### src/common/acs_defs.svh
// constants of the adc channel sequencer: register offsets, field positions,
// reset values, channel codes and averaging counts.
// assumes 8-bit registers on a plain strobe port; included by bare name.
// ============================================================================
// Functional notes
// - after reset round-robin is chosen but monitoring stays off, no conversions
// - host writes 1 to monitor enable bit to start conversions
// - round-robin order: supply, internal temp, diode or inputs 1-2, inputs 3-8
// - after last analog input the sequence restarts at supply by itself
// - third slot is diode or two analog inputs depending on pin configuration
// - single-channel select bit (bit 4 at 19h) turns round-robin off
// - in single-channel mode the four-bit channel select field picks the channel
// - field zero selects supply, field one selects internal temperature
// - single-channel conversions follow each other back to back
// - any host access halts conversions; they resume when the access ends
// - reference amplifier powered only while monitoring is enabled
// - temperature results are 10-bit twos-complement codes
// - one temperature lsb is a quarter degree celsius
// - internal temperature offset register is added before storing
// - diode temperature averaged over sixteen measurements before storing
// - stored temperatures compared with their high and low limit registers
// - supply code is straight binary, 7.0 V gives 3ff
// - host access aborts conversion in progress and resets the converter
// - averaging on after reset; bit 5 of 19h turns it off
// - supply lsbs stored at 03h, supply msbs at 06h
`ifndef ACS_DEFS_SVH
`define ACS_DEFS_SVH

// ============================================================================
// register offsets
`define ACS_ADR_STAT      8'h00
`define ACS_ADR_LSB_A     8'h03
`define ACS_ADR_LSB_B     8'h04
`define ACS_ADR_LSB_C     8'h05
`define ACS_ADR_MSB_FIRST 8'h06
`define ACS_ADR_MSB_LAST  8'h0f
`define ACS_ADR_CFG1      8'h18
`define ACS_ADR_CFG2      8'h19
`define ACS_ADR_TOFS      8'h1f
`define ACS_ADR_LIM_FIRST 8'h25
`define ACS_ADR_LIM_LAST  8'h28

// ============================================================================
// field positions
`define ACS_CFG1_MON      0
`define ACS_CFG1_AINPINS  2
`define ACS_CFG2_SINGLE   4
`define ACS_CFG2_AVGOFF   5

// ============================================================================
// reset values
`define ACS_RST_CFG1      8'h00
`define ACS_RST_CFG2      8'h00
`define ACS_RST_TOFS      8'h00
`define ACS_RST_LIM_IH    8'h64
`define ACS_RST_LIM_IL    8'hc9
`define ACS_RST_LIM_EH    8'hff
`define ACS_RST_LIM_EL    8'h00

// ============================================================================
// channel codes and averaging
`define ACS_CH_VDD        4'h0
`define ACS_CH_INT        4'h1
`define ACS_CH_EXT        4'h2
`define ACS_CH_AIN2       4'h3
`define ACS_CH_AIN3       4'h4
`define ACS_CH_LAST       4'h9
`define ACS_AVG_N         16
`define ACS_AVG_SHIFT     4

`endif

### src/common/acs_pkg.sv
// types of the adc channel sequencer: sequencer states and the state record.
// assumes acs_defs.svh supplies the numeric constants.
package acs_pkg;

    // ========================================================================
    // sequencer states
    typedef enum logic [1:0] {
        ACS_IDLE,
        ACS_CONV,
        ACS_HALT
    } acs_state_type;

    // ========================================================================
    // register state of the sequencer apart from the averaging accumulator
    typedef struct packed {
        acs_state_type   st;
        logic [3:0]      chan;
        logic [7:0]      cfg1;
        logic [7:0]      cfg2;
        logic [7:0]      tofs;
        logic [3:0][7:0] lim;    // int high, int low, ext high, ext low
        logic [9:0][9:0] val;    // one result per channel code
        logic [3:0]      flag;   // int over, int under, ext over, ext under
        logic [7:0]      rdata;
        logic            start;
        logic            abort;
    } acs_regs_type;

endpackage

### src/rtl/acs_avg_acc.sv
// running sum for temperature averaging over a fixed number of samples.
// assumes samples are signed and arrive on the caller's clock.
`timescale 1ns/1ps
`default_nettype none

module acs_avg_acc
    import acs_pkg::*;
#(
    parameter int DW    = 10,
    parameter int N     = 16,
    parameter int SHIFT = 4
) (
    // clock and reset
    input  wire logic          ref_clk_i,
    input  wire logic          rst_i,
    // sample side
    input  wire logic          clr_i,
    input  wire logic          add_i,
    input  wire logic [DW-1:0] data_i,
    // result side
    output logic               last_o,
    output logic      [DW-1:0] mean_o
);
    localparam int SW = DW + SHIFT;
    localparam int CW = $clog2(N) + 1;

    typedef struct packed {
        logic [SW-1:0] sum;
        logic [CW-1:0] cnt;
    } acs_acc_type;

    acs_acc_type s_ff;
    acs_acc_type nxt_s;
    logic [SW-1:0] total;

    // the mean includes the sample now arriving, so no extra cycle is spent
    always_comb begin
        total  = s_ff.sum + {{SHIFT{data_i[DW-1]}}, data_i};
        mean_o = total[SW-1:SHIFT];
        last_o = (s_ff.cnt == CW'(N - 1));
        nxt_s  = s_ff;
        if (clr_i) begin
            nxt_s = '0;
        end else if (add_i) begin
            nxt_s.sum = total;
            nxt_s.cnt = s_ff.cnt + 1'b1;
        end
    end

    always_ff @(posedge ref_clk_i) begin
        if (rst_i) begin
            s_ff <= '0;
        end else begin
            s_ff <= nxt_s;
        end
    end

endmodule // acs_avg_acc

`default_nettype wire

### src/rtl/acs_sequencer.sv
// conversion sequencer: channel order, host-access suspension, averaging,
// offset, result storage, limit flags and the configuration registers.
// assumes the converter, its done pulse and the serial front end share ref_clk_i.
//
// Implementation choices: the placing of the registers and the strobed register port.
`timescale 1ns/1ps
`default_nettype none
`include "acs_defs.svh"

module acs_sequencer
    import acs_pkg::*;
(
    // clock and reset
    input  wire logic       ref_clk_i,
    input  wire logic       rst_i,
    // register port
    input  wire logic [7:0] addr_i,
    input  wire logic [7:0] wr_data_i,
    input  wire logic       wr_i,
    input  wire logic       rd_i,
    output logic      [7:0] rd_data_o,
    // serial front end
    input  wire logic       host_busy_i,
    // converter
    input  wire logic       adc_done_i,
    input  wire logic [9:0] adc_data_i,
    output logic            adc_start_o,
    output logic            adc_abort_o,
    output logic      [3:0] adc_chan_o,
    output logic            ref_power_o,
    // limit flags
    output logic      [3:0] limit_flag_o
);

    // ========================================================================
    // state
    acs_regs_type s_ff;
    acs_regs_type nxt_s;

    logic       busy;
    logic       mon_en;
    logic       single;
    logic       avg_on;
    logic       diode;
    logic       is_temp;
    logic       avg_add;
    logic       avg_clr;
    logic       avg_last;
    logic [9:0] avg_mean;
    logic [9:0] result;
    logic [3:0] sel_chan;
    logic [3:0] step_chan;

    // ========================================================================
    // averaging accumulator
    acs_avg_acc #(
        .DW    (10),
        .N     (`ACS_AVG_N),
        .SHIFT (`ACS_AVG_SHIFT)
    ) u_avg (
        .ref_clk_i (ref_clk_i),
        .rst_i     (rst_i),
        .clr_i     (avg_clr),
        .add_i     (avg_add),
        .data_i    (adc_data_i),
        .last_o    (avg_last),
        .mean_o    (avg_mean)
    );

    // ========================================================================
    // helpers
    // out-of-range field values fall back to supply rather than a dead channel
    function automatic logic [3:0] pick_single(input logic [3:0] f, input logic dio);
        logic [3:0] c;
        c = f;
        if (f > `ACS_CH_LAST) begin
            c = `ACS_CH_VDD;
        end else if (dio && f == `ACS_CH_AIN2) begin
            c = `ACS_CH_EXT;                              // pins belong to the diode
        end
        return c;
    endfunction

    // round-robin successor of a channel
    function automatic logic [3:0] rr_next(input logic [3:0] c, input logic dio);
        logic [3:0] n;
        n = c + 4'h1;
        if (c >= `ACS_CH_LAST) begin
            n = `ACS_CH_VDD;
        end else if (c == `ACS_CH_EXT && dio) begin
            n = `ACS_CH_AIN3;
        end
        return n;
    endfunction

    // register read mux; reserved and unmapped locations read zero
    function automatic logic [7:0] rd_mux(input logic [7:0] a, input acs_regs_type r);
        logic [7:0] d;
        d = 8'h00;
        if (a >= `ACS_ADR_MSB_FIRST && a <= `ACS_ADR_MSB_LAST) begin
            d = r.val[4'(a - `ACS_ADR_MSB_FIRST)][9:2];
        end else if (a >= `ACS_ADR_LIM_FIRST && a <= `ACS_ADR_LIM_LAST) begin
            d = r.lim[2'(a - `ACS_ADR_LIM_FIRST)];
        end else begin
            case (a)
                `ACS_ADR_STAT: begin
                    d = {4'h0, r.flag};
                end
                `ACS_ADR_LSB_A: begin
                    d = {4'h0, r.val[1][1:0], r.val[0][1:0]};
                end
                `ACS_ADR_LSB_B: begin
                    d = {r.val[5][1:0], r.val[4][1:0], r.val[3][1:0], r.val[2][1:0]};
                end
                `ACS_ADR_LSB_C: begin
                    d = {r.val[9][1:0], r.val[8][1:0], r.val[7][1:0], r.val[6][1:0]};
                end
                `ACS_ADR_CFG1: begin
                    d = r.cfg1;
                end
                `ACS_ADR_CFG2: begin
                    d = r.cfg2;
                end
                `ACS_ADR_TOFS: begin
                    d = r.tofs;
                end
                default: begin
                    d = 8'h00;
                end
            endcase
        end
        return d;
    endfunction

    // ========================================================================
    // decoded configuration
    always_comb begin
        busy      = host_busy_i | wr_i | rd_i;
        mon_en    = s_ff.cfg1[`ACS_CFG1_MON];
        single    = s_ff.cfg2[`ACS_CFG2_SINGLE];
        avg_on    = ~s_ff.cfg2[`ACS_CFG2_AVGOFF];
        diode     = ~s_ff.cfg1[`ACS_CFG1_AINPINS];
        sel_chan  = pick_single(s_ff.cfg2[3:0], diode);
        step_chan = single ? sel_chan : rr_next(s_ff.chan, diode);
        is_temp   = (s_ff.chan == `ACS_CH_INT) ||
                    (s_ff.chan == `ACS_CH_EXT && diode);
    end

    // ========================================================================
    // result path: average, then offset on the internal sensor
    always_comb begin
        result = (is_temp && avg_on) ? avg_mean : adc_data_i;
        if (s_ff.chan == `ACS_CH_INT) begin
            result = result + {{2{s_ff.tofs[7]}}, s_ff.tofs};
        end
    end

    // ========================================================================
    // next state
    always_comb begin
        nxt_s       = s_ff;
        nxt_s.start = 1'b0;
        nxt_s.abort = 1'b0;
        avg_add     = 1'b0;
        avg_clr     = 1'b0;

        // register writes
        if (wr_i) begin
            if (addr_i >= `ACS_ADR_LIM_FIRST && addr_i <= `ACS_ADR_LIM_LAST) begin
                nxt_s.lim[2'(addr_i - `ACS_ADR_LIM_FIRST)] = wr_data_i;
            end else begin
                case (addr_i)
                    `ACS_ADR_CFG1: begin
                        nxt_s.cfg1 = wr_data_i;
                    end
                    `ACS_ADR_CFG2: begin
                        nxt_s.cfg2 = wr_data_i;
                    end
                    `ACS_ADR_TOFS: begin
                        nxt_s.tofs = wr_data_i;
                    end
                    default: begin
                    end
                endcase
            end
        end

        // register reads land one cycle after the strobe
        if (rd_i) begin
            nxt_s.rdata = rd_mux(addr_i, s_ff);
        end

        // sequencer
        case (s_ff.st)
            ACS_IDLE: begin
                // no conversion is ever started while monitoring is off
                if (mon_en && !busy) begin
                    nxt_s.chan  = single ? sel_chan : `ACS_CH_VDD;
                    nxt_s.start = 1'b1;
                    nxt_s.st    = ACS_CONV;
                end
            end
            ACS_CONV: begin
                if (busy) begin
                    // partial sums are dropped since the converter restarts cold
                    nxt_s.abort = 1'b1;
                    avg_clr     = 1'b1;
                    nxt_s.st    = ACS_HALT;
                end else if (adc_done_i) begin
                    nxt_s.start = 1'b1;
                    if (is_temp && avg_on && !avg_last) begin
                        avg_add = 1'b1;
                    end else begin
                        avg_clr = 1'b1;
                        nxt_s.val[s_ff.chan] = result;
                        if (s_ff.chan == `ACS_CH_INT) begin
                            nxt_s.flag[0] = $signed(result[9:2]) >  $signed(s_ff.lim[0]);
                            nxt_s.flag[1] = $signed(result[9:2]) <= $signed(s_ff.lim[1]);
                        end else if (is_temp) begin
                            nxt_s.flag[2] = $signed(result[9:2]) >  $signed(s_ff.lim[2]);
                            nxt_s.flag[3] = $signed(result[9:2]) <= $signed(s_ff.lim[3]);
                        end
                        nxt_s.chan = step_chan;
                    end
                end
            end
            ACS_HALT: begin
                if (!busy) begin
                    if (mon_en) begin
                        // round-robin resumes the interrupted slot
                        nxt_s.chan  = single ? sel_chan : s_ff.chan;
                        nxt_s.start = 1'b1;
                        nxt_s.st    = ACS_CONV;
                    end else begin
                        nxt_s.st = ACS_IDLE;
                    end
                end
            end
            default: begin
                nxt_s.st = ACS_IDLE;
            end
        endcase
    end

    // ========================================================================
    // state register
    always_ff @(posedge ref_clk_i) begin
        if (rst_i) begin
            s_ff        <= '0;
            s_ff.st     <= ACS_IDLE;
            s_ff.chan   <= `ACS_CH_VDD;
            s_ff.cfg1   <= `ACS_RST_CFG1;
            s_ff.cfg2   <= `ACS_RST_CFG2;
            s_ff.tofs   <= `ACS_RST_TOFS;
            s_ff.lim[0] <= `ACS_RST_LIM_IH;
            s_ff.lim[1] <= `ACS_RST_LIM_IL;
            s_ff.lim[2] <= `ACS_RST_LIM_EH;
            s_ff.lim[3] <= `ACS_RST_LIM_EL;
        end else begin
            s_ff <= nxt_s;
        end
    end

    // ========================================================================
    // outputs
    assign rd_data_o    = s_ff.rdata;
    assign adc_start_o  = s_ff.start;
    assign adc_abort_o  = s_ff.abort;
    assign adc_chan_o   = s_ff.chan;
    assign ref_power_o  = s_ff.cfg1[`ACS_CFG1_MON];
    assign limit_flag_o = s_ff.flag;

endmodule // acs_sequencer

`default_nettype wire

### config.mk
export PLATFORM = sky130hd
export DESIGN_NAME = acs_sequencer
export DESIGN_NICKNAME = d
export VERILOG_FILES = /design/src/common/acs_pkg.sv /design/src/rtl/acs_avg_acc.sv /design/src/rtl/acs_sequencer.sv
export VERILOG_INCLUDE_DIRS = /design/src /design/src/common
export SDC_FILE = /design/constraint.sdc
export NUM_CORES = 1
export LEC_CHECK = 0
export BUFFER_PORTS_ARGS = -buffer_cell sky130_fd_sc_hd__buf_2
export CORE_ASPECT_RATIO = 1.4
export CORE_MARGIN = 10
export CORE_UTILIZATION = 35
export DETAILED_ROUTE_END_ITERATION = 10
export GPL_TIMING_DRIVEN = 0
export PLACE_DENSITY = 0.48
export SLEW_MARGIN = 0
export SYNTH_ARGS = -nofsm -noshare
export SYNTH_HDL_FRONTEND = slang
export SYNTH_SLANG_ARGS = --single-unit
export TNS_END_PERCENT = 5
### constraint.sdc
create_clock -name ref_clk_i -period 6.45 [get_ports ref_clk_i]
set_input_delay 0.645 -clock ref_clk_i [delete_from_list [all_inputs] [get_ports ref_clk_i]]
set_output_delay 0.645 -clock ref_clk_i [all_outputs]
set_load 0.02 [all_outputs]
==> metrics.cfg <==
[routing]
drt_pass1_iterations = 5
vias = 10200
wire_per_inst_um = 21.8
drtIter0Drc = 766
wirelength_um = 40700
drcViolationCount = 0
postRouteAntennaNets = 0
vias_per_cell = 5.47

[sta]
rsz0062_at_grt = no
fmax_ghz = 0.164
finalCritPeriodShare = 0.945
period_minus_slack_ns = 6.09
max-slew-margin-rel = 0.0161
tightest_slew_ns = 1.46
clock_skew_ns = 0.0116
setup_viol = 0
holdWs_ns = 0.457
hold_viol_final = 0
slew_viol_final = 0
fin_ws_ns = 0.357

[cts]
cts-buffers-inserted = 17
post_cts_resized = 0
ctsHoldBuffers = 0
cts.clk_slew.worst_paths_ns = 0.08
cts_buffer_depth = 2
htreeDepth = 4
worstSkewPairLatency_ns = 0.46
cts_tree = yes
cts_root_buf = clkbuf_16
cts_setup_buffers = 0
clock_sinks = 195

[critical_path]
endpoint_kind = flip-flop
cp.arrival_ns = 6.45
timing.rr.end = limit_flag_o[3]$_SDFFE_PP0P_
critPathKind = flip-flop to flip-flop
rr_worst_depth = 21
cp_max_fo = 7
timing.critical_path.depth = 21
worst-path-buf-inv = 2
regToRegSetupSlack_ns = 0.36
critPathCapture = limit_flag_o[3]$_SDFFE_PP0P_
critPathSlowestCell = a21oi_1
cp_top_family = compound AO/OA/AOI/OAI gates
cp.required_ns = 6.81
crit_start = u_avg.s_ff[6]$_SDFFE_PP0P_
startpoint_type = flip-flop
crit_chain = ha_1, a211oi_2, o21ai_4, a21oi_1, o21ai_1, xnor2_1, mux2i_2, inv_1, ha_1, o21ai_0, nor2_1, a21oi_1, a22o_1, a21oi_1, inv_1, ha_1, o21a_1, o211ai_1, a21boi_0, o311a_1, o41ai_1
cp_slowest_stage_delay_ns = 0.69
crit-reg2reg-launch = u_avg.s_ff[6]$_SDFFE_PP0P_

[global_route]
grt_overflow_total = 0
antenna_found_initial = 0
grt_pass1_wl_um = 62500
grt_pass1_vias = 10300
grt_max_degree = 18
grt.total_usage = 0.203

[logic_synthesis]
ys_ff_latch = 195
synth_nets = 1458
synth-edff-count = 0
synth-simple-area-share = 0.202
yosys.area_share.adder = 0.0835
synth-compound-area-share = 0.209
yosysWarnings = 0
netlist_instances = 1351
syn_area_sq_um = 11400
synthArstFlopShare = 0
syn_area_per_cell_sq_um = 8.45
synth_top_family_by_area = compound AO/OA/AOI/OAI gates
synth_xor_xnor_area_share = 0.0138
seq_area_frac_synth = 0.342
synth_ff_type = dfxtp_1
synthDistinctLibCells = 80
synthMuxAreaShare = 0.0878

[power]
power_frac_comb = 0.327
peakVddDrop_mv = 0.207
p_sw_frac = 0.377
p_sw_uw = 1320
power_uw = 3490
p_leak_uw = 0.00498
powerDensity_nw_per_um2 = 273
p_int_uw = 2170
seqPwrFrac = 0.354
p_clk_frac = 0.319

[min_path]
hold_class = flip-flop to flip-flop

[final_layout]
nets = 1524
area_delta_synth_final_pct = 12.2
instances_no_fill = 1870
n_antenna_cell = 0
layout-drive-gt1-share = 0.122

[die]
die_w_um = 173
ios = 51
die_h_um = 234
dieArea_sq_um = 40300
row_count = 78
coreArea_sq_um = 32300
start_util = 0.353

[placed_design]
dp_cells = 1838
portBuffers = 47
preCtsSetupSlack_ns = -0.326
globalplace.congestion = 0.912
dp_hpwl_um = 32000

[run]
maxCapViolCount = 1

[outcome]
violations = max-capacitance violations
status = finished with violations

[cells by family after synthesis]
kind of cell	after synthesis
adder cells (fa/ha/maj)	75
buffers and inverters	156
XOR/XNOR	18
AO/OA/AOI/OAI	351
AND/OR/NAND/NOR	482
flip-flops	195
multiplexers	74
[cells in the final DEF (no fill, tap or decap), drive strengths merged, types with 8 or more instances in the layout]
cell	instances
a211oi	65
a21oi	103
a221oi	14
a22oi	13
a311oi	10
and2	13
and3	8
buf	97
clkbuf	68
dfxtp	195
ha	73
inv	61
mux2i	48
mux4	20
nand2	127
nand2b	14
nand3	71
nand3b	19
nand4	9
nor2	162
nor2b	10
nor3	19
o211ai	22
o21a	22
o21ai	54
xnor2	9
xor2	9
[registers in the layout, summed over array words and instances (netlist names)]
signal and count:
s_ff 157, u_avg.s_ff 19, adc_abort_o 1, adc_start_o 1, adc_chan_o 4, ref_power_o 1, rd_data_o 8, limit_flag_o 4
[through the flow]
| step | setup TNS, ns | utilization | instance area (sq um) |
|---|---|---|---|
| after floorplan | 0 | - | 11400 |
| final | 0 | 0.396 | 12800 |
| after CTS | 0 | 0.396 | 12800 |
| after global routing | 0 | 0.396 | 12800 |
| after global placement | -1.28 | 0.378 | 12200 |
| after detailed placement | -1.20 | 0.378 | 12200 |
[layout make-up]
class / count / area [sq um]
fill: 3324 / 19500
multi-input combinational: 1000 / 6830
sequential: 195 / 3900
tap: 440 / 551
buffer: 99 / 483
clock buffer: 19 / 443
timing repair buffer: 47 / 235
inverter: 57 / 214
clock inverter: 13 / 149
[worst register-to-register path, delay by kind of cell (launching register included)]
family / cells / cell delay, ns
XOR/XNOR: 1 / 0.19
AND/OR/NAND/NOR: 1 / 0.20
buffers and inverters: 2 / 0.43
flip-flops: 1 / 0.33
AO/OA/AOI/OAI: 13 / 3.10
adder cells (fa/ha/maj): 3 / 1.08
multiplexers: 1 / 0.66
[how the worst min path moves through the flow]
| stage | start | endpoint | slack, ns | depth (start not counted) |
|---|---|---|---|---|
| 2_1_floorplan | s_ff[31]$_SDFFE_PP0P_ | s_ff[31]$_SDFFE_PP0P_ | 0.43 | 2 |
| 3_3_place_gp | s_ff[84]$_SDFFE_PP0P_ | s_ff[84]$_SDFFE_PP0P_ | 0.44 | 2 |
| 3_5_place_dp | s_ff[67]$_SDFFE_PP0P_ | s_ff[67]$_SDFFE_PP0P_ | 0.45 | 2 |
| 4_1_cts | s_ff[67]$_SDFFE_PP0P_ | s_ff[67]$_SDFFE_PP0P_ | 0.46 | 2 |
| 5_1_grt | s_ff[67]$_SDFFE_PP0P_ | s_ff[67]$_SDFFE_PP0P_ | 0.47 | 2 |
| 6_report | s_ff[67]$_SDFFE_PP0P_ | s_ff[67]$_SDFFE_PP0P_ | 0.46 | 2 |
[routing by layer]
metal  track usage  wire [um]
met1         0.249      17700
met2         0.343      19500
met3        0.0310       1830
met4        0.0956       1630
met5             0          0
[power groups by stage]
| stage | Clock [uW] | Combinational, uW | Sequential [uW] |
|---|---|---|---|
| floorplan | 0 | 744 | 1260 |
| global placement | 0 | 1120 | 1270 |
| detailed placement | 0 | 1120 | 1270 |
| CTS | 1140 | 1130 | 1240 |
| global route | 1180 | 1260 | 1240 |
| finish | 1110 | 1140 | 1240 |
[cell usage after synthesis, drive strengths merged (14+ instances only)]
master    n  share of area
dfxtp   195           0.34
nor2    162          0.053
nand2   127          0.042
a21oi   103          0.046
ha       73          0.080
nand3    71          0.032
a211oi   65          0.044
inv      57          0.019
o21ai    54          0.025
buf      50          0.026
clkbuf   49          0.016
mux2i    48          0.042
o211ai   22          0.014
o21a     22          0.014
mux4     20          0.039
nand3b   19          0.014
nor3     19          0.010
a221oi   14          0.013
nand2b   14         0.0077
Note: power is estimated with default switching activity, not from simulation.
